--- config.mk ---
export PLATFORM = sky130hd
export DESIGN_NAME = pbcf_device_flat
export DESIGN_NICKNAME = d
export VERILOG_FILES = /design/src/include/pbcf_pkg.sv /design/src/include/pbcf_if.sv /design/src/rtl/pbcf_device.sv /design/src/flat_wrapper.sv
export VERILOG_INCLUDE_DIRS = /design/src /design/src/include
export SDC_FILE = /design/constraint.sdc
export NUM_CORES = 1
export LEC_CHECK = 0
export BUFFER_PORTS_ARGS = -buffer_cell sky130_fd_sc_hd__buf_4
export CAP_MARGIN = 10
export CELL_PAD_IN_SITES_DETAIL_PLACEMENT = 0
export CELL_PAD_IN_SITES_GLOBAL_PLACEMENT = 2
export CORE_MARGIN = 5
export CORE_UTILIZATION = 39
export CTS_BUF_LIST = sky130_fd_sc_hd__clkbuf_16
export CTS_CLUSTER_DIAMETER = 30
export DETAILED_ROUTE_END_ITERATION = 16
export HOLD_SLACK_MARGIN = 0.1
export PLACE_DENSITY = 0.83
export SYNTH_ARGS = -nofsm -noshare
export SYNTH_HDL_FRONTEND = slang
export SYNTH_SLANG_ARGS = --single-unit
--- constraint.sdc ---
create_clock -name clk_sys -period 5.6 [get_ports clk_sys]
set_clock_uncertainty 0.1 [all_clocks]
set_input_delay 0.28 -clock clk_sys [delete_from_list [all_inputs] [get_ports clk_sys]]
set_output_delay 0.28 -clock clk_sys [all_outputs]
set_load 0.005 [all_outputs]
--- src/include/pbcf_defines.svh ---
`ifndef PBCF_DEFINES_SVH
`define PBCF_DEFINES_SVH

// device measurement registers
`define PBCF_REG_MEAS_A 8'h11
`define PBCF_REG_MEAS_B 8'h12
`define PBCF_MEAS_RESET 24'h000000
`define PBCF_EXT_SEL_OFF 2'h3

// frame layout
`define PBCF_SEL_IDENT 5'h00
`define PBCF_SEL_EE_WR 5'h01
`define PBCF_SEL_EE_RD 5'h02
`define PBCF_LEN_IDENT_REQ 4'h3
`define PBCF_LEN_IDENT_REPLY 4'h9
`define PBCF_LEN_EE_WR 4'hd
`define PBCF_LEN_EE_RD 4'h5
`define PBCF_FIRST_IDENTIFIER_BYTE_TAG 2'h3
`define PBCF_SECOND_IDENTIFIER_BYTE_TAG 2'h0
`define PBCF_BCAST_BIT 7
`define PBCF_EE_DATA_FIRST 4

// checksum
`define PBCF_CRC_POLY 8'h07
`define PBCF_CRC_INIT 8'hff

// eeprom status codes
`define PBCF_EES_DENIED 2'h0
`define PBCF_EES_ONGOING 2'h1
`define PBCF_EES_DONE 2'h2
`define PBCF_EES_FAILED 2'h3
`define PBCF_EES_RESET 2'h2

// controller command registers
`define PBCF_HREG_CMD 8'h00
`define PBCF_HREG_EE_ADDR 8'h04
`define PBCF_HREG_DATA_LO 8'h08
`define PBCF_HREG_DATA_HI 8'h0c
`define PBCF_HREG_STATUS 8'h10
`define PBCF_HREG_ID0 8'h14
`define PBCF_HREG_ID1 8'h18

// reply timeout
`define PBCF_REPLY_TIMEOUT_NS 10000
`define PBCF_CLK_PERIOD_NS 10
`define PBCF_REPLY_TIMEOUT_CYC (`PBCF_REPLY_TIMEOUT_NS / `PBCF_CLK_PERIOD_NS)

`endif

--- src/include/pbcf_pkg.sv ---
`include "pbcf_defines.svh"

package pbcf_pkg;

    typedef enum logic [1:0] {
        PBCF_D_IDLE = 2'h0,
        PBCF_D_RX = 2'h1,
        PBCF_D_EXEC = 2'h3,
        PBCF_D_REPLY = 2'h2
    } pbcf_dev_state_t;

    typedef enum logic [1:0] {
        PBCF_H_IDLE = 2'h0,
        PBCF_H_SEND = 2'h1,
        PBCF_H_WAIT = 2'h3,
        PBCF_H_DONE = 2'h2
    } pbcf_host_state_t;

    typedef logic [7:0] pbcf_byte_t;

    // bit 7 makes the byte even parity over bits 0..6
    function automatic logic pbcf_parity(input pbcf_byte_t b);
        return ^b[6:0];
    endfunction : pbcf_parity

    function automatic pbcf_byte_t pbcf_crc_step(input pbcf_byte_t crc, input pbcf_byte_t b);
        pbcf_byte_t c;
        c = crc ^ b;
        for (int i = 0; i < 8; i++) begin
            c = c[7] ? ((c << 1) ^ `PBCF_CRC_POLY) : (c << 1);
        end
        return c;
    endfunction : pbcf_crc_step

    function automatic logic [3:0] pbcf_frame_len(input logic [4:0] sel);
        if (sel == `PBCF_SEL_EE_WR) begin
            return `PBCF_LEN_EE_WR;
        end else if (sel == `PBCF_SEL_EE_RD) begin
            return `PBCF_LEN_EE_RD;
        end
        return `PBCF_LEN_IDENT_REQ;
    endfunction : pbcf_frame_len

endpackage : pbcf_pkg

--- src/include/pbcf_if.sv ---
`timescale 1ns/10ps

interface pbcf_if;
    logic [7:0] m2s_data;
    logic m2s_first;
    logic m2s_valid;
    logic m2s_ready;
    logic [7:0] s2m_data;
    logic s2m_valid;
    logic s2m_ready;

    modport device (
        input m2s_data, m2s_first, m2s_valid, s2m_ready,
        output m2s_ready, s2m_data, s2m_valid
    );
    modport host (
        output m2s_data, m2s_first, m2s_valid, s2m_ready,
        input m2s_ready, s2m_data, s2m_valid
    );
endinterface : pbcf_if

--- src/rtl/pbcf_device.sv ---
// Decided for this implementation: the address-and-strobe port.
`timescale 1ns/10ps
`include "pbcf_defines.svh"

module pbcf_fifo import pbcf_pkg::*; #(
    parameter int WIDTH = 9,
    parameter int DEPTH = 16
) (
    input wire logic clk_sys,
    input wire logic reset,
    input wire logic in_valid,
    output logic in_ready,
    input wire logic [WIDTH-1:0] in_data,
    output logic out_valid,
    input wire logic out_ready,
    output logic [WIDTH-1:0] out_data
);
    localparam int AW = $clog2(DEPTH);
    logic [WIDTH-1:0] mem_q [DEPTH];
    logic [AW-1:0] wr_q, wr_d, rd_q, rd_d;
    logic [AW:0] cnt_q, cnt_d;
    logic rdy_q, rdy_d, vld_q, vld_d, push, pop;

    always_comb begin
        push = in_valid && rdy_q;
        pop = out_ready && vld_q;
        wr_d = push ? wr_q + 1'b1 : wr_q;
        rd_d = pop ? rd_q + 1'b1 : rd_q;
        cnt_d = cnt_q + {{AW{1'b0}}, push} - {{AW{1'b0}}, pop};
        // flags are registered so the ready seen by the sender is a clean flop
        rdy_d = cnt_d != (AW+1)'(DEPTH);
        vld_d = cnt_d != '0;
    end

    always_ff @(posedge clk_sys) begin
        if (reset) begin
            wr_q <= '0;
            rd_q <= '0;
            cnt_q <= '0;
            rdy_q <= 1'b0;
            vld_q <= 1'b0;
        end else begin
            wr_q <= wr_d;
            rd_q <= rd_d;
            cnt_q <= cnt_d;
            rdy_q <= rdy_d;
            vld_q <= vld_d;
        end
    end

    always_ff @(posedge clk_sys) begin
        if (push) begin
            mem_q[wr_q] <= in_data;
        end
    end

    assign in_ready = rdy_q;
    assign out_valid = vld_q;
    assign out_data = mem_q[rd_q];
endmodule : pbcf_fifo

module pbcf_device import pbcf_pkg::*; #(
    parameter logic [7:0] DEVICE_ID = 8'h5a, // arbitrary value
    parameter logic [7:0] ANALOG_VER = 8'h0a, // arbitrary value
    parameter logic [7:0] DIGITAL_VER = 8'h0b, // arbitrary value
    parameter logic [4:0] WAFER_WIDTH = 5'h00,
    parameter logic [7:0] WAFER_X = 8'h00,
    parameter logic [7:0] WAFER_Y = 8'h00
) (
    input wire logic clk_sys,
    input wire logic reset,
    pbcf_if.device link,
    input wire logic [4:0] own_slave_address,
    input wire logic meas_update,
    input wire logic [7:0] temperature_result,
    input wire logic [7:0] core_supply_result,
    input wire logic [7:0] external_channel_result,
    input wire logic [1:0] external_channel_select,
    input wire logic [7:0] battery_voltage_result,
    input wire logic [7:0] string_voltage_result,
    input wire logic [7:0] overheat_threshold_code,
    input wire logic reg_rd,
    input wire logic [7:0] reg_addr,
    output logic [23:0] reg_rdata_q,
    output logic ee_wr_q,
    output logic ee_rd_q,
    output logic [2:0] ee_dev_q,
    output logic [7:0] ee_addr_q,
    output logic [63:0] ee_data_q,
    input wire logic ee_done,
    input wire logic ee_fail,
    output logic [1:0] eeprom_access_state_q,
    output logic frame_error_q
);
    pbcf_dev_state_t st_q, st_d;
    pbcf_byte_t buf_q [13];
    pbcf_byte_t buf_d [13];
    pbcf_byte_t crc_q, crc_d, tcrc_q, tcrc_d, txd_q, txd_d, rb;
    logic [3:0] idx_q, idx_d, len_q, len_d, tidx_q, tidx_d, len_x;
    logic err_q, err_d, crcok_q, crcok_d, txv_q, txv_d, busy_q, busy_d;
    logic wr_d, rd_d, ferr_d, pop, f_valid, f_first, own, take;
    logic [1:0] ees_d;
    logic [2:0] dev_d;
    logic [7:0] addr_d, f_data;
    logic [63:0] data_d;
    logic [23:0] meas_a_q, meas_b_q, rdata_d;

    pbcf_fifo #(.WIDTH(9), .DEPTH(16)) u_fifo (
        .clk_sys(clk_sys),
        .reset(reset),
        .in_valid(link.m2s_valid),
        .in_ready(link.m2s_ready),
        .in_data({link.m2s_first, link.m2s_data}),
        .out_valid(f_valid),
        .out_ready(pop),
        .out_data({f_first, f_data})
    );

    function automatic logic pid_bad(input pbcf_byte_t b, input logic [1:0] tag);
        return (b[7] != pbcf_parity(b)) || (b[6:5] != tag);
    endfunction : pid_bad

    always_comb begin
        // reply bytes in wire order
        case (tidx_q)
            4'h0: rb = buf_q[0];
            4'h1: rb = buf_q[1];
            4'h2: rb = DEVICE_ID;
            4'h3: rb = ANALOG_VER;
            4'h4: rb = DIGITAL_VER;
            4'h5: rb = {3'h0, WAFER_WIDTH};
            4'h6: rb = WAFER_X;
            4'h7: rb = WAFER_Y;
            default: rb = tcrc_q;
        endcase
    end

    always_comb begin
        st_d = st_q;
        buf_d = buf_q;
        crc_d = crc_q;
        idx_d = idx_q;
        len_d = len_q;
        err_d = err_q;
        crcok_d = crcok_q;
        tidx_d = tidx_q;
        tcrc_d = tcrc_q;
        txd_d = txd_q;
        txv_d = txv_q;
        busy_d = busy_q;
        ees_d = eeprom_access_state_q;
        wr_d = 1'b0;
        rd_d = 1'b0;
        ferr_d = 1'b0;
        dev_d = ee_dev_q;
        addr_d = ee_addr_q;
        data_d = ee_data_q;
        pop = f_valid && (st_q == PBCF_D_IDLE || st_q == PBCF_D_RX);
        len_x = (idx_q == 4'h1) ? pbcf_frame_len(f_data[4:0]) : len_q;
        own = buf_q[0][4:0] == own_slave_address;
        take = 1'b0;
        if (ee_done) begin
            busy_d = 1'b0;
            ees_d = ee_fail ? `PBCF_EES_FAILED : `PBCF_EES_DONE;
        end
        case (st_q)
            PBCF_D_IDLE, PBCF_D_RX: begin
                if (pop && f_first) begin
                    // a new frame start always resynchronises the receiver
                    buf_d[0] = f_data;
                    idx_d = 4'h1;
                    crc_d = pbcf_crc_step(`PBCF_CRC_INIT, f_data);
                    err_d = pid_bad(f_data, `PBCF_FIRST_IDENTIFIER_BYTE_TAG);
                    st_d = PBCF_D_RX;
                end else if (pop && st_q == PBCF_D_RX) begin
                    buf_d[idx_q] = f_data;
                    idx_d = idx_q + 4'h1;
                    if (idx_q == 4'h1) begin
                        err_d = err_q || pid_bad(f_data, `PBCF_SECOND_IDENTIFIER_BYTE_TAG);
                        len_d = len_x;
                    end
                    if (idx_q == len_x - 4'h1) begin
                        crcok_d = f_data == crc_q;
                        st_d = PBCF_D_EXEC;
                    end else begin
                        crc_d = pbcf_crc_step(crc_q, f_data);
                    end
                end
            end
            PBCF_D_EXEC: begin
                st_d = PBCF_D_IDLE;
                if (err_q || !crcok_q) begin
                    ferr_d = 1'b1;
                end else if (buf_q[1][4:0] == `PBCF_SEL_IDENT) begin
                    if (own) begin
                        st_d = PBCF_D_REPLY;
                        tidx_d = 4'h0;
                        tcrc_d = `PBCF_CRC_INIT;
                    end
                end else if (buf_q[1][4:0] == `PBCF_SEL_EE_WR ||
                             buf_q[1][4:0] == `PBCF_SEL_EE_RD) begin
                    take = (own || buf_q[2][`PBCF_BCAST_BIT]) &&
                           buf_q[2][6:3] == 4'h0;
                end
                if (take && busy_q) begin
                    ees_d = `PBCF_EES_DENIED;
                end else if (take) begin
                    busy_d = 1'b1;
                    ees_d = `PBCF_EES_ONGOING;
                    wr_d = buf_q[1][4:0] == `PBCF_SEL_EE_WR;
                    rd_d = buf_q[1][4:0] == `PBCF_SEL_EE_RD;
                    dev_d = buf_q[2][2:0];
                    addr_d = buf_q[3];
                    for (int i = 0; i < 8; i++) begin
                        data_d[i*8 +: 8] = buf_q[`PBCF_EE_DATA_FIRST + i];
                    end
                end
            end
            PBCF_D_REPLY: begin
                if (!txv_q || link.s2m_ready) begin
                    if (tidx_q == `PBCF_LEN_IDENT_REPLY) begin
                        txv_d = 1'b0;
                        st_d = PBCF_D_IDLE;
                    end else begin
                        txv_d = 1'b1;
                        txd_d = rb;
                        tcrc_d = pbcf_crc_step(tcrc_q, rb);
                        tidx_d = tidx_q + 4'h1;
                    end
                end
            end
            default: st_d = PBCF_D_IDLE;
        endcase
    end

    always_comb begin
        rdata_d = 24'h000000;
        if (reg_rd && reg_addr == `PBCF_REG_MEAS_A) begin
            rdata_d = meas_a_q;
            if (external_channel_select == `PBCF_EXT_SEL_OFF) begin
                rdata_d[23:16] = 8'h00;
            end
        end else if (reg_rd && reg_addr == `PBCF_REG_MEAS_B) begin
            rdata_d = meas_b_q;
        end
    end

    always_ff @(posedge clk_sys) begin
        if (reset) begin
            st_q <= PBCF_D_IDLE;
            for (int i = 0; i < 13; i++) begin
                buf_q[i] <= 8'h00;
            end
            crc_q <= 8'h00;
            idx_q <= 4'h0;
            len_q <= 4'h0;
            err_q <= 1'b0;
            crcok_q <= 1'b0;
            tidx_q <= 4'h0;
            tcrc_q <= 8'h00;
            txd_q <= 8'h00;
            txv_q <= 1'b0;
            busy_q <= 1'b0;
            eeprom_access_state_q <= `PBCF_EES_RESET;
            ee_wr_q <= 1'b0;
            ee_rd_q <= 1'b0;
            ee_dev_q <= 3'h0;
            ee_addr_q <= 8'h00;
            ee_data_q <= 64'h0;
            frame_error_q <= 1'b0;
            meas_a_q <= `PBCF_MEAS_RESET;
            meas_b_q <= `PBCF_MEAS_RESET;
            reg_rdata_q <= 24'h000000;
        end else begin
            st_q <= st_d;
            buf_q <= buf_d;
            crc_q <= crc_d;
            idx_q <= idx_d;
            len_q <= len_d;
            err_q <= err_d;
            crcok_q <= crcok_d;
            tidx_q <= tidx_d;
            tcrc_q <= tcrc_d;
            txd_q <= txd_d;
            txv_q <= txv_d;
            busy_q <= busy_d;
            eeprom_access_state_q <= ees_d;
            ee_wr_q <= wr_d;
            ee_rd_q <= rd_d;
            ee_dev_q <= dev_d;
            ee_addr_q <= addr_d;
            ee_data_q <= data_d;
            frame_error_q <= ferr_d;
            if (meas_update) begin
                meas_a_q <= {external_channel_result, core_supply_result,
                             temperature_result};
                meas_b_q <= {overheat_threshold_code, string_voltage_result,
                             battery_voltage_result};
            end
            reg_rdata_q <= rdata_d;
        end
    end

    assign link.s2m_data = txd_q;
    assign link.s2m_valid = txv_q;
endmodule : pbcf_device

--- src/flat_wrapper.sv ---
// flat-port wrapper written by rule: the top's interface ports become plain ports
module pbcf_device_flat import pbcf_pkg::*;
#(
    parameter logic [7:0] DEVICE_ID = 8'h5a,                   
    parameter logic [7:0] ANALOG_VER = 8'h0a,                   
    parameter logic [7:0] DIGITAL_VER = 8'h0b,                   
    parameter logic [4:0] WAFER_WIDTH = 5'h00,
    parameter logic [7:0] WAFER_X = 8'h00,
    parameter logic [7:0] WAFER_Y = 8'h00
)
  (clk_sys, reset, own_slave_address, meas_update, temperature_result, core_supply_result, external_channel_result, external_channel_select, battery_voltage_result, string_voltage_result, overheat_threshold_code, reg_rd, reg_addr, reg_rdata_q, ee_wr_q, ee_rd_q, ee_dev_q, ee_addr_q, ee_data_q, ee_done, ee_fail, eeprom_access_state_q, frame_error_q, link_m2s_data, link_m2s_first, link_m2s_valid, link_s2m_ready, link_m2s_ready, link_s2m_data, link_s2m_valid);
  pbcf_if link_i ();
  input wire logic clk_sys;
  input wire logic reset;
  input wire logic [4:0] own_slave_address;
  input wire logic meas_update;
  input wire logic [7:0] temperature_result;
  input wire logic [7:0] core_supply_result;
  input wire logic [7:0] external_channel_result;
  input wire logic [1:0] external_channel_select;
  input wire logic [7:0] battery_voltage_result;
  input wire logic [7:0] string_voltage_result;
  input wire logic [7:0] overheat_threshold_code;
  input wire logic reg_rd;
  input wire logic [7:0] reg_addr;
  output logic [23:0] reg_rdata_q;
  output logic ee_wr_q;
  output logic ee_rd_q;
  output logic [2:0] ee_dev_q;
  output logic [7:0] ee_addr_q;
  output logic [63:0] ee_data_q;
  input wire logic ee_done;
  input wire logic ee_fail;
  output logic [1:0] eeprom_access_state_q;
  output logic frame_error_q;
  input wire logic [$bits(link_i.m2s_data)-1:0] link_m2s_data;
  input wire logic [$bits(link_i.m2s_first)-1:0] link_m2s_first;
  input wire logic [$bits(link_i.m2s_valid)-1:0] link_m2s_valid;
  input wire logic [$bits(link_i.s2m_ready)-1:0] link_s2m_ready;
  output wire logic [$bits(link_i.m2s_ready)-1:0] link_m2s_ready;
  output wire logic [$bits(link_i.s2m_data)-1:0] link_s2m_data;
  output wire logic [$bits(link_i.s2m_valid)-1:0] link_s2m_valid;
  assign link_i.m2s_data = link_m2s_data;
  assign link_i.m2s_first = link_m2s_first;
  assign link_i.m2s_valid = link_m2s_valid;
  assign link_i.s2m_ready = link_s2m_ready;
  assign link_m2s_ready = link_i.m2s_ready;
  assign link_s2m_data = link_i.s2m_data;
  assign link_s2m_valid = link_i.s2m_valid;
  pbcf_device #(.DEVICE_ID(DEVICE_ID), .ANALOG_VER(ANALOG_VER), .DIGITAL_VER(DIGITAL_VER), .WAFER_WIDTH(WAFER_WIDTH), .WAFER_X(WAFER_X), .WAFER_Y(WAFER_Y)) u_core (.clk_sys(clk_sys), .reset(reset), .link(link_i), .own_slave_address(own_slave_address), .meas_update(meas_update), .temperature_result(temperature_result), .core_supply_result(core_supply_result), .external_channel_result(external_channel_result), .external_channel_select(external_channel_select), .battery_voltage_result(battery_voltage_result), .string_voltage_result(string_voltage_result), .overheat_threshold_code(overheat_threshold_code), .reg_rd(reg_rd), .reg_addr(reg_addr), .reg_rdata_q(reg_rdata_q), .ee_wr_q(ee_wr_q), .ee_rd_q(ee_rd_q), .ee_dev_q(ee_dev_q), .ee_addr_q(ee_addr_q), .ee_data_q(ee_data_q), .ee_done(ee_done), .ee_fail(ee_fail), .eeprom_access_state_q(eeprom_access_state_q), .frame_error_q(frame_error_q));
endmodule
== Word level (Yosys, flattened, before mapping) ==
Memories as Yosys holds them, arrays and structs flattened. A register that Yosys moved wholly into a read port is not among the register bits.
Cells that the tools add are included.

* Memory bits (writable): 144
* Input port bits: 80
* Output and inout bits: 114
* Bits in registers: 313
* Memories kept: 1
* Logic and storage cells: 248

{| class="wikitable"
|+ Memory list
! name !! words !! width !! read ports !! clocked after Yosys merged registers in !! wr ports !! line !! source
|-
| u_core.u_fifo.mem_q || 16 || 9 || 1 || 1 || 1 || pbcf_device.sv:19 || <nowiki>logic [WIDTH-1:0] mem_q [DEPTH];</nowiki>
|}

* Muxes and demuxes: 87
* Order comparisons: 2
* Equal/unequal tests: 34
* Reductions and logical operators: 45
* Add/subtract/negate cells: 7
* Bitwise gates (word level): 33

{| class="wikitable"
|+ Operators with widths
! operator !! count
|-
| $bwmux 104 || 1
|-
| $mux 104 || 1
|-
| $mux 8 || 11
|-
| $mux 3 || 24
|-
| $not 3->3 || 24
|-
| $mux 4 || 13
|-
| $mux 24 || 2
|-
| $pmux 8 s6 || 1
|-
| $demux 8 s4 || 1
|-
| $mux 2 || 12
|-
| $mux 1 || 18
|-
| $add 4x1->4 const B || 4
|-
| $eq 4x3->1 const B || 4
|-
| $eq 8x5->1 const B || 2
|-
| $pmux 8 s2 || 1
|-
| $xor 8x8->8 || 2
|-
| $reduce_and 3->1 || 5
|-
| $reduce_and 4->1 || 3
|-
| $eq 5x1->1 const B || 2
|-
| $eq 5x2->1 const B || 2
|-
| $logic_and 1x1->1 || 10
|-
| $ne 2x1->1 const B || 5
|-
| $eq 4x1->1 const B || 2
|-
| $eq 4x2->1 const B || 2
|-
| other kinds (33) || 56
|}

== Longest topological paths before layout ==
Gate-level depths: netlist of the first run.

* Depth in word-level cells: 23
* Mapped depth: 20
* Depth with buffers taken out: 16

== Modules after synthesis ==
Synthesis of the first run repeated with hierarchy kept, for this count alone.

* Cells, all modules: 1816
* Area total of the unflattened synthesis: 18783.0 um^2

{| class="wikitable"
|+ Modules (own cells, without submodules)
! module !! cells each !! area each (um^2) !! times used !! seq. area each (um^2)
|-
| pbcf_device || 1477 || 12354.3 || 1 || 5805.6
|-
| pbcf_fifo || 339 || 6428.7 || 1 || 4704.5
|}

== Worst setup path after synthesis of the first run ==
No wires, ideal clock.

* Path kind: flip-flop to flip-flop
* Start point: reg with a tool-made name
* End point: reg u_core.crcok_q
* Clock period less this slack: 5.015 ns
* Slack: 0.585 ns
* Data required time: 5.433 ns
* Arrival time: 4.848 ns
* Cell stages (with the launch flop): 19
* Path buffers: 3
* Path through: dfxtp_1 buf_4 buf_2 mux4_2 mux4_2 clkbuf_1 inv_1 ha_1 o21ai_0 or3_1 o21ai_0 ha_1 xor2_1 nor4b_1 o21a_1 nor3_1 or3_4 or3_1 a21oi_2

{| class="wikitable"
|+ RTL lines
! what !! line !! source
|-
| end signal: assignment || pbcf_device.sv:281 || <nowiki>crcok_q <= crcok_d;</nowiki>
|-
| end: declaration || pbcf_device.sv:100 || <nowiki>logic err_q, err_d, crcok_q, crcok_d, txv_q, txv_d, busy_q, busy_d;</nowiki>
|}

==> out/metrics.csv, run 1 <==
metric,value,unit
fill_cells,3936,
layout_min_cycle_time,4910,ps
dp_cells,2318,
cp_max_fo,13,
drv_cap,0,
p_per_area,511,nW/um^2
ys_seq_area_share,58.1,%
start_kind,flop,
overflow,0,
area_growth,34.1,%
die_w,225,um
htree_levels,3,
synth_cells,1611,
regArea,10500,sq um
final_nets,1995,
dp_slack,726,ps
setup_viol,0,
period_share,87.7,%
num_vias,12800,
route.detailed.drc,0,
io_buffer_count,193,
fin_tns_setup,0,ps
instances_no_fill,2578,
initial_utilization,39.7,%
num_antenna_cells,0,
reg2reg_to,u_core.crcok_q$_SDFFE_PP0P_,
grt_pass1_vias,12900,
core,45600,sq um
synth_nets,1719,
cts_setup_buffers,0,
drt_iter0_markers,1038,
slew-limit-headroom,14.1,%
via_per_inst,4.95,
tightest_slew,1280,ps
peakVddDrop,0.253,mV
clk_pin_slew,50,ps
ff2ff_path_depth,17,
cp.arrival,5360,ps
die_height,225,um
drt_pass1_iterations,5,
crit_type,reg -> reg,
ant_nets,0,
crit_path_end_kind,flop,
multi_input_area,7000,sq um
ctsHoldBuffers,61,
ys_warn_count,0,
dieArea,50800,sq um
async_flop_share,0,%
synth_cell_type_count,62,
postLayoutSetupSlackWorst,689,ps
synthTopCellsByArea,"dfxtp_1 34%, edfxtp_1 24%, mux2i_1 8.2%",
cts_buffer_depth,3,
hold_depth,2,
synth_ff_type,dfxtp_1,
synth_seq_cells,453,
finalHoldViolCount,0,
grt_pass1_wl,71800,um
antenna_found_initial,0,
cts_tree,yes,
max_freq,204,MHz
rrSetupSlack,690,ps
gr-usage-all-layers,17.7,%
power_leakage,9.24,nW
drive_gt1_share,22.4,%
clk_latency,620,ps
cts-root-buf,clkbuf_16,
grt_max_degree,165,
hold_start,reset,
status,"finished, final reports clean",
cts.sinks,453,
drt-total-wl,45900,um
hold_class,in -> reg,
synth_top_area_share,34.2,%
rsz0062_at_grt,no,
ctsResizeCount,0,
synth-edff-count,144,
routedWlPerCell,17.8,um
synth_area_leader_cell,dfxtp_1,
avgSynthCellArea,11.2,sq um
min_to,u_core.reg_rdata_q[6]$_SDFF_PP0_,
dp_hpwl,28100,um
synthesis.area,18100,sq um
critPathRequiredTime,6050,ps
finalMaxSlewViolations,0,
cts_made_buffers,105,
ios,194,
gp_congestion,0.777,
core.rowCount,78,
[report_power, final]
group          switching [mW]  total [mW]  internal [mW]
Sequential              0.152        3.72           3.57
Clock                    1.90        6.02           4.12
Combinational            1.48        2.65           1.17
Total                    3.53        12.4           8.86
[cell type report]
class,instances,share of cell area (%)
Timing Repair Buffer,280,9.40
Multi-Input combinational cell,1009,28.9
Clock buffer,106,10.9
Tap cell,600,3.10
Clock inverter,92,3.78
Inverter,38,0.588
Sequential cell,453,43.3
[how the worst max path moves through the flow]
stage          start                     endpoint  depth (start not counted)
6_report        flop  u_core.crcok_q$_SDFFE_PP0P_                         17
5_1_grt         flop  u_core.crcok_q$_SDFFE_PP0P_                         17
4_1_cts         flop  u_core.crcok_q$_SDFFE_PP0P_                         17
3_5_place_dp    flop  u_core.crcok_q$_SDFFE_PP0P_                         17
3_3_place_gp    flop  u_core.crcok_q$_SDFFE_PP0P_                         17
2_1_floorplan   flop  u_core.crcok_q$_SDFFE_PP0P_                         18
[per-layer routing]
| layer | wire length, um | share of wire [%] | track usage, % |
|---|---|---|---|
| met5 | 0 | 0 | 0 |
| met4 | 732 | 1.6 | 5.68 |
| met2 | 22200 | 48 | 28.9 |
| met3 | 2640 | 5.7 | 4.19 |
| met1 | 20400 | 44 | 23.3 |
[worst max-delay path, cell delays in order (launching register included)]
cell	delay (ps)
dfxtp_1	750
mux4_2	590
mux2i_1	240
mux2i_2	250
inv_1	110
ha_1	160
o21ai_0	80
buf_4	160
or3_1	320
o21ai_0	90
ha_1	260
xor2_1	260
nor4b_1	300
o21a_1	190
nor3_1	60
or3_4	390
or3_1	410
a21oi_2	130
[Yosys cell counts, types with 2 or more instances]
cell type and number:
o21a_1 4, clkbuf_1 82, nor2_1 225, xnor2_1 41, nor2b_1 2, nand4_1 6
a22oi_1 27, edfxtp_1 144, buf_2 13, a211oi_1 12, a211o_1 2, mux4_1 3
mux2i_1 148, or2_2 2, o221ai_1 2, nand2_1 201, a21oi_1 107, nor4_1 6
xnor3_1 2, mux4_2 40, buf_1 6, buf_4 8, mux2_2 2, and4_1 3
o211ai_1 3, and2_1 13, nand2b_1 9, nor3b_1 5, inv_1 38, buf_6 2
or3_1 3, a221oi_1 10, o21ai_0 10, nor4b_1 3, dfxtp_1 309, nor3_1 26
a22o_1 3, a31oi_1 2, nand3b_1 3, ha_1 27, a21o_1 3, xor2_1 30
nand3_1 5
[placed cells by master (no fill, tap or decap), drive strengths merged, types with 61 or more instances in the layout]
cell / n
a21oi: 108
nor2: 225
edfxtp: 144
dlygate4sd3: 61
nand2: 201
mux2i: 149
clkbuf: 106
dfxtp: 309
inv: 63
buf: 219
[stage by stage]
| stage | hold slack (ps) | power, mW | instance area [sq um] | utilization, % |
|---|---|---|---|---|
| 4_1_cts | 110 | 12.5 | 24200 | 53.2 |
| 5_1_grt | 140 | 13.0 | 24200 | 53.2 |
| 3_5_place_dp | 344 | 6.41 | 20100 | 44.0 |
| 3_3_place_gp | 337 | 6.39 | 20100 | 44.0 |
| 2_1_floorplan | 279 | 5.70 | 18100 | - |
| 6_report | 47.3 | 12.4 | 24200 | 53.2 |
[cells by family after synthesis]
group	share of synthesized area [%]
multiplexers	13.8
AO/OA/AOI/OAI	6.75
XOR/XNOR	3.82
AND/OR/NAND/NOR	12.1
flip-flops	58.1
buffers and inverters	3.43
adder cells (fa/ha/maj)	1.98
[sequential cells by signal (all words and copies together) (netlist names), 5 cells and up, named ones only]
name / flops
u_core.buf_q: 96
u_core.crc_q: 8
u_core.ee_addr_q: 8
u_core.ee_data_q: 64
u_core.link.s2m_data: 8
u_core.meas_a_q: 24
u_core.meas_b_q: 24
u_core.reg_rdata_q: 24
u_core.tcrc_q: 8
u_core.u_fifo.cnt_q: 5
u_core.u_fifo.mem_q: 144
No activity file was read; power rests on OpenSTA's default activity.
==> run 2: changes to the inputs <==
- CORE_UTILIZATION: 39 -> 42
- PLACE_DENSITY: 0.83 -> 0.89
- clock period: 5.6 -> 6.1 ns (I/O delays scaled with it)
==> out/metrics.csv, run 2 (synthesized netlist as in run 1, its figures left out) <==
metric,value,unit,change
gr-usage-all-layers,19.5,%,+1.8 points
drt-total-wl,46400,um,+0.97%
setup_viol,0,,unchanged
drv_cap,0,,unchanged
crit_type,reg -> reg,,
core,42800,sq um,-6.1%
clk_latency,610,ps,about the same
routedWlPerCell,18.1,um,+1.9%
finalMaxSlewViolations,0,,unchanged
finalHoldViolCount,0,,unchanged
final_nets,2035,,+2.0%
grt_pass1_wl,73500,um,+2.4%
dpl-instance-area,20000,sq um,-0.29%
grt_max_degree,92,,-44%
power.share.clock,48.1,%,-0.5 points
crit_path_end_kind,flop,,
max_freq,196,MHz,-3.6%
seq_power_share,30.4,%,+0.4 points
dp_slack,1060,ps,+334 ps
cts_buffer_depth,3,,unchanged
hold_class,in -> reg,,
cts_made_buffers,101,,-3.8%
dp_hpwl,27800,um,-1.0%
postLayoutSetupSlackWorst,1010,ps,+318 ps
status,"finished, final reports clean",,
reg.largest.list,"u_core.u_fifo.mem_q x144, u_core.buf_q x96, u_core.ee_data_q x64",,
crit_path_cell_trace,buf_4 > mux4_2 > mux2i_1 > mux2i_2 > inv_1 > ha_1 > o21ai_0 > or3_1 > o21ai_0 > ha_1 > xor2_1 > nor4b_1 > o21a_1 > nor3_1 > or3_4 > or3_1 > a21oi_2,,
ctsResizeCount,0,,unchanged
pwr-share-comb,21.5,%,about the same
p_int,8.05,mW,-9.1%
initial_utilization,42.2,%,+2.6 points
crit_buf_inv,2,,unchanged
area_growth,35.5,%,
gp_congestion,0.768,,-1.3%
cts.sinks,453,,unchanged
drt_iter0_markers,805,,-22%
cts-root-buf,clkbuf_16,,
cp_slowest_cell,dfxtp_1,,
tightest_slew,1330,ps,+43.1 ps
start_kind,flop,,
slew-limit-headroom,11.2,%,-2.9 points
layout_min_cycle_time,5090,ps,+182 ps
cpLargestDelayFamily,simple AND/OR/NAND/NOR gates,,
rrSetupSlack,1010,ps,+320 ps
cp.arrival,5520,ps,+160 ps
io_buffer_count,193,,unchanged
grt_pass1_vias,13500,,+4.5%
cp_slowest_stage_delay,800,ps,+50 ps
drive_gt1_share,22.0,%,-0.43 points
dp_cells,2267,,-2.2%
via_per_inst,5.06,,+2.3%
overflow,0,,unchanged
largest_register_ffs,144,,unchanged
critPathRequiredTime,6530,ps,+480 ps
clk_pin_slew,50,ps,about the same
finalInstanceArea,24500,sq um,+1.0%
p_per_area,460,nW/um^2,-10%
ios,194,,unchanged
instances_no_fill,2555,,-0.89%
power_leakage,9.40,nW,+1.7%
peakVddDrop,0.243,mV,-3.9%
cp_max_fo,16,,+3
drt_pass1_iterations,5,,unchanged
dieArea,47300,sq um,-6.8%
layout_commonest_cell,dfxtp_1,,
core.rowCount,76,,-2.6%
ant_nets,0,,unchanged
die_w,217,um,-3.5%
switching_share,28.5,%,about the same
hold_ws,147,ps,+99.9 ps
num_vias,12900,,+1.3%
top_register,u_core.u_fifo.mem_q,,
route.detailed.drc,0,,unchanged
die_height,217,um,-3.5%
period_share,83.5,%,-4.2 points
p_switching,3.21,mW,-9.0%
fin_tns_setup,0,ps,unchanged
antenna_found_initial,1,,+1
htree_levels,3,,unchanged
rsz0062_at_grt,no,,
cts_tree,yes,,
final_cell_mix,"309 x dfxtp_1, 224 x nor2_1, 220 x buf_4",,
==> run 2: cell count changes in the layout (fill, tap and decap cells not counted) <==
cell / change
inv_8: +4
diode_2: +1
inv_1: -6
clkinvlp_4: +5
buf_12: -1
clkinv_2: -9
buf_6: -1
clkinv_4: -3
buf_4: +4
clkinv_1: -4
clkbuf_16: -4
inv_6: +4
inv_16: -1
dlygate4sd3_1: +42
==> run 2: worst paths after layout <==
path | start | cells past startpoint | endpoint
hold / removal | link_m2s_valid | 4 | u_core.u_fifo.wr_q[1]$_SDFFE_PP0P_
setup reg to reg | flop | 17 | u_core.crcok_q$_SDFFE_PP0P_
setup / recovery | flop | 17 | u_core.crcok_q$_SDFFE_PP0P_
hold reg to reg | u_core.buf_q[40]$_SDFFE_PP0P_ | 2 | u_core.ee_data_q[24]$_SDFFE_PP0P_
==> run 2: tightest hold or removal path: stages <==
cell and delay, ps:
buf_4 100, and2_1 230, nand2_1 100, a21oi_1 50
==> run 2: routing by layer <==
| layer | track usage (%) | routed length, um | vias up |
|---|---|---|---|
| met5 | 0 | 0 | - |
| met4 | 6.80 | 1050 | 0 |
| met3 | 4.25 | 2330 | 73 |
| met2 | 33.0 | 23000 | 318 |
| met1 | 24.7 | 19900 | 6255 |
| li1 | - | - | 6285 |
==> run 2: repair_timing <==
action,4_1_cts,5_1_grt
endpoints found under the hold margin,214,0
setup buffers,0,0
hold buffers,103,0
==> run 2: power by group through the flow <==
| stage | Combinational, mW | Clock [mW] | Sequential [mW] |
|---|---|---|---|
| finish | 2.42 | 5.42 | 3.43 |
| global route | 2.68 | 5.68 | 3.44 |
| CTS | 2.45 | 5.51 | 3.43 |
| detailed placement | 2.39 | 0 | 3.48 |
| global placement | 2.35 | 0 | 3.47 |
| floorplan | 1.82 | 0 | 3.41 |
==> run 2: area by class of cell <==
cell class / count / area [sq um]
Antenna cell: 1 / 2.50
Clock inverter: 82 / 906
Multi-Input combinational cell: 1009 / 7000
Sequential cell: 453 / 10500
Inverter: 38 / 143
Clock buffer: 102 / 2550
Timing Repair Buffer: 324 / 2700
Tap cell: 546 / 683
Fill cell: 3504 / 18300
==> run 2: metrics by stage <==
step	power [mW]	util [%]
detailed placement	5.87	46.7
global route	11.8	57.2
floorplan	5.23	-
global placement	5.83	46.7
finish	11.3	57.2
CTS	11.4	57.2
==> run 3: changes to the inputs <==
- CORE_UTILIZATION: 42 -> 39
- PLACE_DENSITY: 0.89 -> 0.83
- clock period: 6.1 -> 4.69 ns (I/O delays scaled with it)
==> out/metrics.csv, run 3 (synthesized netlist as in run 1, its figures left out) <==
metric,value,unit,change
critPathRequiredTime,5140,ps,-1390 ps
die_height,225,um,+3.6%
min_to,u_core.reg_rdata_q[9]$_SDFF_PP0_,,
core,45600,sq um,+6.5%
grt_max_degree,134,,+46%
area_growth,37.2,%,
antenna_found_initial,0,,-1
peakVddDrop,0.307,mV,+26%
dp_cells,2326,,+2.6%
hold_depth,5,,+1
tightest_slew,1210,ps,-120 ps
max_freq,228,MHz,+16%
layout_min_cycle_time,4390,ps,-700 ps
drt-total-wl,46200,um,-0.28%
die_w,225,um,+3.6%
hold_ws,177,ps,+29.7 ps
setup_viol,0,,unchanged
rrSetupSlack,300,ps,-710 ps
crit_path_end_kind,flop,,
final_cell_mix,"308 x dfxtp_1, 224 x nor2_1, 223 x buf_4",,
clk_latency,640,ps,+30 ps
top_register,u_core.u_fifo.mem_q,,
htree_levels,3,,unchanged
largest_register_ffs,144,,unchanged
via_per_inst,4.94,,-2.3%
instances_no_fill,2623,,+2.7%
hold_class,in -> reg,,
grt_pass1_wl,72100,um,-1.9%
drv_cap,0,,unchanged
initial_utilization,39.7,%,-2.6 points
cp_slowest_stage_delay,520,ps,-280 ps
status,"finished, final reports clean",,
grt_pass1_vias,13000,,-3.1%
cpLargestDelayFamily,simple AND/OR/NAND/NOR gates,,
clk_pin_slew,50,ps,about the same
routedWlPerCell,17.6,um,-2.9%
num_antenna_cells,0,,-1
finalHoldViolCount,0,,unchanged
cts.sinks,453,,unchanged
dp_hpwl,28400,um,+2.0%
final_nets,2039,,+0.20%
overflow,0,,unchanged
gr-usage-all-layers,17.7,%,-1.7 points
p_per_area,608,nW/um^2,+32%
dp_slack,158,ps,-903 ps
crit_path_cell_trace,buf_4 > mux4_2 > mux4_2 > inv_1 > ha_1 > o21ai_1 > or3_1 > o21ai_0 > ha_1 > xor2_2 > nand4_1 > nor3_4 > nor3_1 > or3_4 > or3_1 > a21oi_2,,
reg.largest.list,"u_core.u_fifo.mem_q x144, u_core.buf_q x96, u_core.ee_data_q x64",,
route.detailed.drc,0,,unchanged
power_leakage,9.53,nW,+1.4%
finalMaxSlewViolations,0,,unchanged
cts_tree,yes,,
crit_type,reg -> reg,,
cp_max_fo,7,,-9
hold_start,reg_addr[0],,
reg2reg_to,u_core.crcok_q$_SDFFE_PP0P_,,
ff2ff_path_depth,16,,-1
cp.arrival,4840,ps,-680 ps
postLayoutSetupSlackWorst,297,ps,-710 ps
cts_buffer_depth,3,,unchanged
drive_gt1_share,22.8,%,+0.78 points
drt_pass1_iterations,5,,unchanged
gp_congestion,0.760,,-1.0%
dieArea,50800,sq um,+7.3%
drt_iter0_markers,850,,+5.6%
cts-root-buf,clkbuf_16,,
ant_nets,0,,unchanged
start_kind,flop,,
layout_commonest_cell,dfxtp_1,,
p_total,15.1,mW,+34%
cts_made_buffers,107,,+5.9%
ios,194,,unchanged
core.rowCount,78,,+2.6%
crit_buf_inv,2,,unchanged
fin_util,54.4,%,-2.8 points
num_vias,13000,,+0.27%
cp_slowest_cell,mux4_2,,
period_share,93.7,%,+10 points
io_buffer_count,193,,unchanged
slew-limit-headroom,19.3,%,+8.1 points
## run 3: where the power goes
part	switching (mW)	leakage (nW)	internal [mW]	total [mW]
sequential	0.168	3.80	4.26	4.43
clock	2.34	1.85	5.02	7.37
combinational	1.81	3.88	1.48	3.29
## run 3: what timing repair did
action,CTS,global route
setup buffers,0,1
hold buffers,95,0
endpoints found under the hold margin,274,0
gates resized for setup,0,5
setup endpoints to repair,0,9
## run 3: worst max path at each step
stage	startpoint	end	slack [ps]	cells after the start
2_1_floorplan	flop	u_core.crcok_q$_SDFFE_PP0P_	30	18
3_3_place_gp	flop	u_core.crcok_q$_SDFFE_PP0P_	220	17
3_5_place_dp	flop	u_core.crcok_q$_SDFFE_PP0P_	160	17
4_1_cts	flop	u_core.crcok_q$_SDFFE_PP0P_	80	17
5_1_grt	flop	u_core.crcok_q$_SDFFE_PP0P_	-0.8	16
6_report	flop	u_core.crcok_q$_SDFFE_PP0P_	300	16
## run 3: layer usage
layer	up-vias	share of wire (%)	GRT usage, %
met5	-	0	0
met1	6288	44	23.1
met4	0	2.0	5.47
met2	304	49	29.3
met3	75	5.5	4.47
li1	6299	-	-
## run 3: cell type report
| cell class | count | area (sq um) |
|---|---|---|
| Timing Repair Buffer | 322 | 2700 |
| Tap cell | 600 | 751 |
| Fill cell | 3884 | 20800 |
| Sequential cell | 453 | 10500 |
| Inverter | 38 | 143 |
| Clock inverter | 93 | 970 |
| Multi-Input combinational cell | 1009 | 7020 |
| Clock buffer | 108 | 2700 |
## run 3: tightest hold or removal path, stage by stage
cell	delay, ps
buf_4	90
nor3b_2	40
buf_4	230
a22oi_1	210
nor2_1	50
## run 3: metrics by stage
| stage | setup TNS, ps | instance area, sq um |
|---|---|---|
| 6_report | 0 | 24800 |
| 5_1_grt | -0.781 | 24800 |
| 2_1_floorplan | 0 | 18100 |
| 3_5_place_dp | 0 | 20100 |
| 4_1_cts | 0 | 24800 |
| 3_3_place_gp | 0 | 20100 |
